--- src/hdl/otfr_pkg.sv ---
// otfr_pkg: constants for the overtemperature fault threshold and reaction registers
// assumes a command decoder upstream that presents one command write or read at a time
package otfr_pkg;
    // command codes
    localparam logic [7:0] OTFR_CMD_THRESHOLD = 8'h4F;
    localparam logic [7:0] OTFR_CMD_REACTION = 8'h50;
    // reset values
    localparam logic [15:0] OTFR_THRESHOLD_RESET = 16'h0091;
    localparam logic [7:0] OTFR_REACTION_RESET = 8'h3F;
    // field positions of the reaction register
    localparam int OTFR_RSP_BIT = 7;
    localparam int OTFR_ZERO_BIT = 6;
    localparam int OTFR_RS_HI = 5;
    localparam int OTFR_RS_LO = 3;
    // threshold exponent is fixed zero, so the mantissa is whole degrees
    localparam logic [7:0] OTFR_THRESHOLD_EXP_HI = 8'h00;
    localparam logic [7:0] OTFR_HYSTERESIS = 8'h14;
    localparam logic [3:0] OTFR_RETRY_RAMPS = 4'h7;
    localparam logic [2:0] OTFR_RETRY_ON = 3'h7;
    localparam logic [2:0] OTFR_RETRY_OFF = 3'h0;
    // restart state machine
    typedef enum logic [3:0] {
        OTFR_RUN = 4'h1,
        OTFR_OFF = 4'h2,
        OTFR_WAIT = 4'h4,
        OTFR_RESTART = 4'h8
    } otfr_state_t;
endpackage

--- src/hdl/otfr_block.sv ---
// otfr_block: overtemperature fault threshold, reaction, fault latch and restart control
// assumes command strobes are single-cycle and synchronous to i_clock; the soft-start
// sequencer reports each finished ramp by a one-cycle pulse on i_ramp_tick
`timescale 1ns/1ps

// Behaviour
// - fault rises when external temperature exceeds the threshold in degrees
// - threshold write not above warning sets comm fault, invalid data and alert
// - save-all-defaults stores threshold and reaction to nonvolatile memory
// - threshold is a linear word, exponent zero and read-only, low byte writable
// - threshold defaults to 145 degrees
// - fault sets temp summary flag, overtemp fault flag and the alert
// - fault flag holds until temperature drops 20 degrees below threshold
// - reaction: response bit 7, bit 6 zero, retry 5:3, delay 2:0, reset 0x3F
// - ignore response keeps regulating but still flags and alerts
// - response one shuts output down and restarts per retry select
// - retry 000 restarts without delay; output stays off until fault clears
// - retry 111 restarts repeatedly until commanded off or other fault
// - reaction write with retry not 000 or 111 is rejected and flagged
// - only response bit 7 and retry bit 5 are kept in nonvolatile memory
// - retry delay bits read as copies of bit 5
// - delay 111 waits seven soft-start ramps before restarting
// - delay 000 applies no delay and output stays off; in ignore mode a start still waits seven soft-start ramps
// - bandgap faults use the response but are never ignored
module otfr_block
    import otfr_pkg::*;
(
    // clock and reset
    input wire logic i_clock,
    input wire logic i_rst_n,
    // command port from the bus decoder
    input wire logic i_cmd_write,
    input wire logic [7:0] i_cmd_code,
    input wire logic [15:0] i_cmd_wdata,
    input wire logic i_save_all,
    input wire logic i_restore,
    input wire logic [7:0] i_nv_threshold,
    input wire logic [1:0] i_nv_reaction,
    // system state
    input wire logic [7:0] i_temp_ext,
    input wire logic [7:0] i_overtemp_warning_threshold,
    input wire logic i_bandgap_fault,
    input wire logic i_output_on_cmd,
    input wire logic i_ramp_tick,
    input wire logic i_status_clear,
    // register read-back
    output logic [15:0] o_threshold,
    output logic [7:0] o_reaction,
    // status and alert
    output logic o_temp_summary_flag,
    output logic o_overtemp_fault_flag,
    output logic o_comm_fault_flag,
    output logic o_invalid_data_flag,
    output logic o_alert,
    // power stage control and nonvolatile store
    output logic o_output_enable,
    output logic o_soft_start_req,
    output logic o_nv_write,
    output logic [7:0] o_nv_threshold,
    output logic [1:0] o_nv_reaction
);
    logic [7:0] thr_reg, thr_next;
    logic rsp_reg, rsp_next, rs_reg, rs_next;
    logic fault_reg, fault_next, summ_reg, summ_next;
    logic cml_reg, cml_next, ivd_reg, ivd_next, alert_reg, alert_next;
    logic nvw_reg, nvw_next;
    otfr_state_t st_reg, st_next;
    logic [3:0] cnt_reg, cnt_next;
    logic wr_thr, wr_rea, thr_bad, rea_bad, trip, release_ok, shutdown;
    logic [2:0] rs_field;

    // decode and check incoming writes
    always_comb begin
        wr_thr = i_cmd_write && (i_cmd_code == OTFR_CMD_THRESHOLD);
        wr_rea = i_cmd_write && (i_cmd_code == OTFR_CMD_REACTION);
        thr_bad = i_cmd_wdata[7:0] <= i_overtemp_warning_threshold;
        rs_field = i_cmd_wdata[OTFR_RS_HI:OTFR_RS_LO];
        rea_bad = (rs_field != OTFR_RETRY_ON) && (rs_field != OTFR_RETRY_OFF);
        trip = i_temp_ext > thr_reg;
        // the release test adds the hysteresis to the temperature rather than taking it
        // from the threshold, so a low threshold can never wrap below zero
        release_ok = ({1'b0, i_temp_ext} + 9'(OTFR_HYSTERESIS)) <= {1'b0, thr_reg};
        shutdown = (fault_reg && rsp_reg) || i_bandgap_fault;
    end

    // register contents, flags and alert
    always_comb begin
        thr_next = thr_reg;
        rsp_next = rsp_reg;
        rs_next = rs_reg;
        cml_next = cml_reg;
        ivd_next = ivd_reg;
        alert_next = alert_reg;
        fault_next = fault_reg;
        summ_next = summ_reg;
        nvw_next = i_save_all;
        if (i_status_clear) begin
            cml_next = 1'b0;
            ivd_next = 1'b0;
            summ_next = 1'b0;
            alert_next = 1'b0;
        end
        if (i_restore) begin
            thr_next = i_nv_threshold;
            rsp_next = i_nv_reaction[1];
            rs_next = i_nv_reaction[0];
        end else if (wr_thr) begin
            if (thr_bad) begin
                cml_next = 1'b1;
                ivd_next = 1'b1;
                alert_next = 1'b1;
            end else begin
                thr_next = i_cmd_wdata[7:0];
            end
        end else if (wr_rea) begin
            if (rea_bad) begin
                cml_next = 1'b1;
                ivd_next = 1'b1;
                alert_next = 1'b1;
            end else begin
                rsp_next = i_cmd_wdata[OTFR_RSP_BIT];
                rs_next = i_cmd_wdata[OTFR_RS_HI];
            end
        end
        // set wins over a status clear in the same cycle
        if (trip) begin
            fault_next = 1'b1;
            summ_next = 1'b1;
            alert_next = 1'b1;
        end else if (release_ok) begin
            fault_next = 1'b0;
        end
    end

    always_ff @(posedge i_clock) begin
        if (!i_rst_n) begin
            thr_reg <= OTFR_THRESHOLD_RESET[7:0];
            rsp_reg <= OTFR_REACTION_RESET[OTFR_RSP_BIT];
            rs_reg <= OTFR_REACTION_RESET[OTFR_RS_HI];
            fault_reg <= 1'b0;
            summ_reg <= 1'b0;
            cml_reg <= 1'b0;
            ivd_reg <= 1'b0;
            alert_reg <= 1'b0;
            nvw_reg <= 1'b0;
        end else begin
            thr_reg <= thr_next;
            rsp_reg <= rsp_next;
            rs_reg <= rs_next;
            fault_reg <= fault_next;
            summ_reg <= summ_next;
            cml_reg <= cml_next;
            ivd_reg <= ivd_next;
            alert_reg <= alert_next;
            nvw_reg <= nvw_next;
        end
    end

    // restart sequencer; ignore mode never leaves run unless the bandgap trips or the output is commanded off
    always_comb begin
        st_next = st_reg;
        cnt_next = cnt_reg;
        case (st_reg)
            OTFR_RUN: begin
                if (shutdown) begin
                    st_next = OTFR_OFF;
                end
            end
            OTFR_OFF: begin
                // wait until cool; retry off holds here until the fault clears
                if (!shutdown && i_output_on_cmd) begin
                    // ignore mode lands here after reset, an off command or a bandgap fault, and then
                    // takes the same delayed start as the retry-on setting
                    if (rs_reg || (!i_bandgap_fault && !rsp_reg)) begin
                        st_next = OTFR_WAIT;
                        cnt_next = 4'h0;
                    end else begin
                        st_next = OTFR_RESTART;
                    end
                end
            end
            OTFR_WAIT: begin
                if (shutdown) begin
                    st_next = OTFR_OFF;
                end else if (i_ramp_tick) begin
                    cnt_next = cnt_reg + 4'h1;
                    if (cnt_reg + 4'h1 >= OTFR_RETRY_RAMPS) begin
                        st_next = OTFR_RESTART;
                    end
                end
            end
            OTFR_RESTART: begin
                st_next = shutdown ? OTFR_OFF : OTFR_RUN;
            end
            default: begin
                st_next = OTFR_RUN;
            end
        endcase
        if (!i_output_on_cmd) begin
            st_next = OTFR_OFF;
            cnt_next = 4'h0;
        end
    end

    always_ff @(posedge i_clock) begin
        if (!i_rst_n) begin
            st_reg <= OTFR_OFF;
            cnt_reg <= 4'h0;
        end else begin
            st_reg <= st_next;
            cnt_reg <= cnt_next;
        end
    end

    // outputs straight from flip-flops
    always_ff @(posedge i_clock) begin
        if (!i_rst_n) begin
            o_output_enable <= 1'b0;
            o_soft_start_req <= 1'b0;
        end else begin
            o_output_enable <= (st_next == OTFR_RUN) || (st_next == OTFR_RESTART);
            o_soft_start_req <= (st_next == OTFR_RESTART);
        end
    end

    always_comb begin
        o_threshold = {OTFR_THRESHOLD_EXP_HI, thr_reg};
        o_reaction = {rsp_reg, 1'b0, {3{rs_reg}}, {3{rs_reg}}};
        o_temp_summary_flag = summ_reg;
        o_overtemp_fault_flag = fault_reg;
        o_comm_fault_flag = cml_reg;
        o_invalid_data_flag = ivd_reg;
        o_alert = alert_reg;
        o_nv_write = nvw_reg;
        o_nv_threshold = thr_reg;
        o_nv_reaction = {rsp_reg, rs_reg};
    end
endmodule // otfr_block

--- config.mk ---
export PLATFORM = sky130hd
export DESIGN_NAME = otfr_block
export DESIGN_NICKNAME = d
export VERILOG_FILES = /design/src/hdl/otfr_pkg.sv /design/src/hdl/otfr_block.sv
export SDC_FILE = /design/constraint.sdc
export NUM_CORES = 1
export LEC_CHECK = 0
export BUFFER_PORTS_ARGS = -buffer_cell sky130_fd_sc_hd__buf_2
export CAP_MARGIN = 20
export CELL_PAD_IN_SITES_DETAIL_PLACEMENT = 0
export CELL_PAD_IN_SITES_GLOBAL_PLACEMENT = 1
export CORE_MARGIN = 8
export CORE_UTILIZATION = 33
export DETAILED_ROUTE_END_ITERATION = 10
export GPL_TIMING_DRIVEN = 0
export PLACE_DENSITY = 0.89
export SYNTH_ARGS = -nofsm -noshare
export SYNTH_HDL_FRONTEND = slang
export SYNTH_SLANG_ARGS = --single-unit
export TNS_END_PERCENT = 1
--- constraint.sdc ---
create_clock -name i_clock -period 2.6 [get_ports i_clock]
set_input_delay 0.39 -clock i_clock [delete_from_list [all_inputs] [get_ports i_clock]]
set_output_delay 0.39 -clock i_clock [all_outputs]
set_load 0.02 [all_outputs]
==> results of run 1 <==
[power by group through the flow]
stage / Sequential, mW / Clock (mW) / Combinational [mW]
2_1_floorplan: 0.464 / 0 / 0.207
3_3_place_gp: 0.451 / 0 / 0.336
3_5_place_dp: 0.451 / 0 / 0.343
4_1_cts: 0.442 / 0.354 / 0.345
5_1_grt: 0.445 / 0.367 / 0.378
6_report: 0.441 / 0.341 / 0.342
[per-layer routing]
metal	routed length [um]	share of wire, %	up-vias	GRT usage, %
met2	2690	47	59	21.5
met1	2510	44	886	14.7
li1	-	-	1025	-
met5	0	0	-	0
met3	389	6.9	5	2.68
met4	77	1.4	0	4.42
[cells in the final DEF (no fill, tap or decap), drive strengths merged, types with 3 or more instances in the layout]
cell type	instances
conb	9
o21a	3
inv	20
ha	25
buf	109
nand4	5
o22ai	4
nand2b	3
a211oi	3
nor3	4
dfxtp	26
a21o	6
a2111oi	3
nor2	9
xnor2	4
a21oi	23
nand2	11
o21ai	14
nand3	7
mux2i	11
clkbuf	5
nor2b	4
[cell families after synthesis]
group           count (synthesis)
mux                            11
fa+ha+maj                      25
compound gates                 64
xor+xnor                        6
buf+inv                        48
flops                          26
other cells                     1
simple gates                   61
[cells in the mapped netlist, types with 5 or more instances]
master,count,area (um2)
o21ai_0,14,70.1
dfxtp_1,26,521
inv_1,20,75.1
a21oi_1,23,115
nand2_1,11,41.3
ha_1,25,313
nor2_1,9,33.8
nand3_1,7,35.0
buf_4,26,195
mux2i_1,11,110
nand4_1,5,31.3
[final timing paths]
kind              depth (start not counted)                  end  slack [ns]                 from
setup reg to reg                          5           cnt_reg[3]        0.35            st_reg[1]
setup / recovery                          7              o_alert        0.25       i_cmd_wdata[7]
hold / removal                            2           o_nv_write        0.31           i_save_all
hold reg to reg                           1  o_invalid_data_flag        0.47  o_invalid_data_flag
[final cells by class]
type / instances / share of cell area [%]
Buffer: 28 / 7.57
Clock buffer: 3 / 1.54
Clock inverter: 1 / 1.12
Inverter: 20 / 2.80
Multi-Input combinational cell: 176 / 48.4
Sequential cell: 26 / 19.4
Tap cell: 77 / 3.60
Timing Repair Buffer: 83 / 15.5
[critical path: stages]
cell and delay [ns]:
buf_2 0.12, ha_1 0.35, o2111a_1 0.20, a211oi_1 0.07, a2111oi_4 0.82, and4b_1 0.31, a221o_1 0.26
==> results_dict.tcl, run 1 <==
set metrics [dict create \
    status "completed" \
    clk_latency_ns 0.28 \
    final_area_um2 2680 \
    power_mw 1.12 \
    slew_violations 0 \
    synth_top_family_by_area "compound AO/OA/AOI/OAI gates" \
    switching_share_pct 30.8 \
    max_freq_mhz 425 \
    via_per_inst 4.77 \
    end_kind "flop" \
    die_h_um 95.1 \
    internal_power_mw 0.778 \
    cts_hold_repair.buffers 0 \
    num_vias 1975 \
    cap_viol_max_count 0 \
    hold_viol 0 \
    synth_compound_area_share_pct 21.0 \
    grt_pass1_wl_um 9050 \
    fin_crit_sh_pct 90.4 \
    chipWidth_um 95.1 \
    dieArea_um2 9040 \
    largest_register_ff_count 8 \
    hold_ws_ns 0.311 \
    regArea_um2 520 \
    ctsResizeCount 0 \
    pwr-share-clk_pct 30.3 \
    worstSetupStartpointType "primary input" \
    synthXorXnorAreaFrac_pct 2.55 \
    final_cells 414 \
    cts_made_buffers 3 \
    cp_max_fo 9 \
    finalSetupViolations 0 \
    synth-adder-area-share_pct 15.2 \
    p_per_area_nw_per_um2 420 \
    root_buffer "clkbuf_8" \
    grt_pass1_vias 2024 \
    ir_drop_v 0.000193 \
    clock_skew_ns 0.00330 \
    antenna_cells 0 \
    async_flop_share_pct 0 \
    synthCells 242 \
    ys_types 49 \
    grt_antenna_before_repair 0 \
    drt_wl_total_um 5660 \
    grt_overflow_total 0 \
    slew_headroom_pct 42.2 \
    p_seq_share_pct 39.3 \
    start_util_pct 33.3 \
    grt_setup_unrepaired "false" \
    worst_slack_ns 0.249 \
    first_iter_violations 52 \
    syn2layout_area_growth_pct 29.7 \
    ys_ff_latch 26 \
    p_sw_mw 0.346 \
    wl_per_cell_um 13.7 \
    gp_congestion 0.834 \
    tritoncts "built" \
    final_core_util_pct 43.2 \
    cts_buffer_depth 2 \
    final_antenna_net_count 0 \
    crit_arrival_ns 2.52 \
    leakage_nw 1.34 \
    netlist_area_um2 2060 \
    dp_hpwl_um 4860 \
    yosys_warnings 0 \
    worstSetupPathType "in2reg" \
    path_clk_slew_ns 0.09 \
    fillers 649 \
    multi_input_area_um2 1300 \
    worstPathRequired_ns 2.77 \
    synthMuxAreaShare_pct 5.33 \
    ys_seq_area_share_pct 25.2 \
    cts_sinks 26 \
    synth_ff_type "dfxtp_1" \
    synth_edf_count 0 \
    cts_max_level 1 \
    drtPass1Iterations 4 \
    cts_setup_buffers 0 \
    dp.cells 410 \
    hold_class "in2reg" \
    grtUsageTotal_pct 12.4 \
    num_rows 29 \
    drc_errors 0 \
    io_pins 101 \
    core_area_um2 6200 \
    worst_pin_slew_ns 0.867 \
    port_buffers 83 \
    p_comb_share_pct 30.4 \
    synthSimpleGateAreaFrac_pct 17.2 \
    place_area_um2 2610 \
    avgSynthCellArea_um2 8.53 \
    period_needed_ns 2.35 \
    fin_nets 422 \
    tns_ns 0 \
    pre_cts_ws_ns -0.0632 \
    drive_gt1_share_pct 36.5 \
    grt_start_max_net_pins 16 \
]
(Power assumes the default switching activity.)
==> run 2: changes to the inputs <==
--- a/config.mk
+++ b/config.mk
@@ -14,6 +14,7 @@
 export DETAILED_ROUTE_END_ITERATION = 10
 export GPL_TIMING_DRIVEN = 0
 export PLACE_DENSITY = 0.89
+export RECOVER_POWER = 100
 export SYNTH_ARGS = -nofsm -noshare
 export SYNTH_HDL_FRONTEND = slang
 export SYNTH_SLANG_ARGS = --single-unit
==> run 2 against run 1 <==
First-iteration DRC count is 7.7% lower. Global-route usage unchanged. Hold slack better by 0.0014 ns. Sequential cell count unchanged. Core utilization is 0.54 points lower. Clock power about the same. Non-clock buffer count unchanged. Cell area decreased by 1.3%. Wire length is essentially flat. Critical path depth did not move. Count of clock-buffer cells in the layout stayed put. Clock skew about the same.
==> results_dict.tcl, run 2 (synthesis results as in run 1) <==
set metrics [dict create \
    cts_made_buffers 3 \
    final_area_um2 2640 \
    place_area_um2 2610 \
    final_antenna_net_count 0 \
    worstPathRequired_ns 2.77 \
    cp_max_fo 9 \
    tritoncts "built" \
    tns_ns 0 \
    grt_antenna_before_repair 0 \
    final_cells 414 \
    grt_pass1_wl_um 9050 \
    hold_ws_ns 0.312 \
    grtUsageMet3_pct 2.68 \
    cts_setup_buffers 0 \
    gp_congestion 0.834 \
    period_needed_ns 2.38 \
    die_h_um 95.1 \
    grt_use_met2_pct 21.5 \
    worst_slack_ns 0.217 \
    clk_latency_ns 0.28 \
    final_cell_mix "buf_2 (57), clkbuf_1 (28), dfxtp_1 (26)" \
    via_per_inst 4.77 \
    clock_skew_ns 0.00289 \
    worstSetupPathType "in2reg" \
    dp.cells 410 \
    p_per_area_nw_per_um2 422 \
    core_area_um2 6200 \
    switching_share_pct 31.0 \
    drt_wl_total_um 5660 \
    fin_crit_sh_pct 91.7 \
    grt_setup_unrepaired "false" \
    pwr-share-clk_pct 30.5 \
    dp_hpwl_um 4860 \
    antenna_cells 0 \
    crit_arrival_ns 2.55 \
    slew_headroom_pct 42.2 \
    end_kind "flop" \
    fin_nets 422 \
    grt_overflow_total 0 \
    pre_cts_ws_ns -0.0632 \
    dieArea_um2 9040 \
    drtPass1Iterations 4 \
    max_freq_mhz 420 \
    finalSetupViolations 0 \
    cts_max_level 1 \
    final_core_util_pct 42.6 \
    grt_pass1_vias 2024 \
    grtUsageTotal_pct 12.4 \
    leakage_nw 1.25 \
    drive_gt1_share_pct 28.5 \
    ctsResizeCount 0 \
    path_clk_slew_ns 0.09 \
    power_mw 1.12 \
    worst_pin_slew_ns 0.867 \
    p_comb_share_pct 30.0 \
    start_util_pct 33.3 \
    num_rows 29 \
    wl_per_cell_um 13.7 \
    num_vias 1976 \
    final_common_cell "buf_2" \
    ir_drop_v 0.000193 \
    busiest_layer "met2" \
    status "completed" \
    fillers 657 \
    grt_start_max_net_pins 16 \
    syn2layout_area_growth_pct 28.1 \
    largest_register_ff_count 8 \
    port_buffers 83 \
    slew_violations 0 \
    cts_hold_repair.buffers 0 \
    hold_class "in2reg" \
    internal_power_mw 0.771 \
    worstSetupStartpointType "primary input" \
    drc_errors 0 \
    chipWidth_um 95.1 \
    root_buffer "clkbuf_8" \
    cts_buffer_depth 2 \
    met1_usage_pct 14.7 \
    cts_sinks 26 \
    hold_viol 0 \
    io_pins 101 \
    first_iter_violations 48 \
    cap_viol_max_count 0 \
    p_seq_share_pct 39.5 \
    p_sw_mw 0.346 \
]
run 2: cell count changes in the layout (fill, tap and decap cells not counted):
cell / previous run / this run
buf_2: 83 / 57
and2_1: 1 / 0
clkbuf_1: 2 / 28
buf_4: 26 / 17
and2_0: 1 / 2
clkbuf_4: 0 / 9
and4_1: 0 / 1
and4_2: 1 / 0
run 2: path summary, 6_finish.rpt:
check	cells past startpoint	slack, ns	to	from
min reg2reg	1	0.47	o_comm_fault_flag	o_comm_fault_flag
max reg2reg	5	0.34	cnt_reg[3]	st_reg[2]
max	7	0.22	o_alert	i_cmd_wdata[5]
min	2	0.31	o_nv_write	i_save_all
run 2: power by group through the flow:
stage	Sequential (mW)	Combinational (mW)	Clock, mW
floorplan	0.464	0.207	0
global placement	0.451	0.336	0
detailed placement	0.451	0.343	0
CTS	0.442	0.345	0.354
global route	0.446	0.371	0.367
finish	0.442	0.335	0.341
run 2: layout make-up:
| cell class | count | area, um2 | area share [%] |
|---|---|---|---|
| inverters | 20 | 75.1 | 2.84 |
| plain buffers | 28 | 203 | 7.67 |
| well taps | 77 | 96.3 | 3.64 |
| clock buffers | 3 | 41.3 | 1.56 |
| repair buffers | 83 | 383 | 14.5 |
| flip-flops and latches | 26 | 520 | 19.7 |
| clock inverters | 1 | 30.0 | 1.14 |
| multi-input cells | 176 | 1290 | 49.0 |
run 2: worst max-delay path, stage by stage:
cell,delay [ns]
clkbuf_1,0.15
ha_1,0.36
o2111a_1,0.20
a211oi_1,0.07
a2111oi_4,0.82
and4b_1,0.31
a221o_1,0.26
run 2: metal layers:
metal	vias to the layer above	routed length [um]
li1	1025	-
met5	-	0
met3	5	375
met4	0	77
met2	57	2690
met1	889	2520
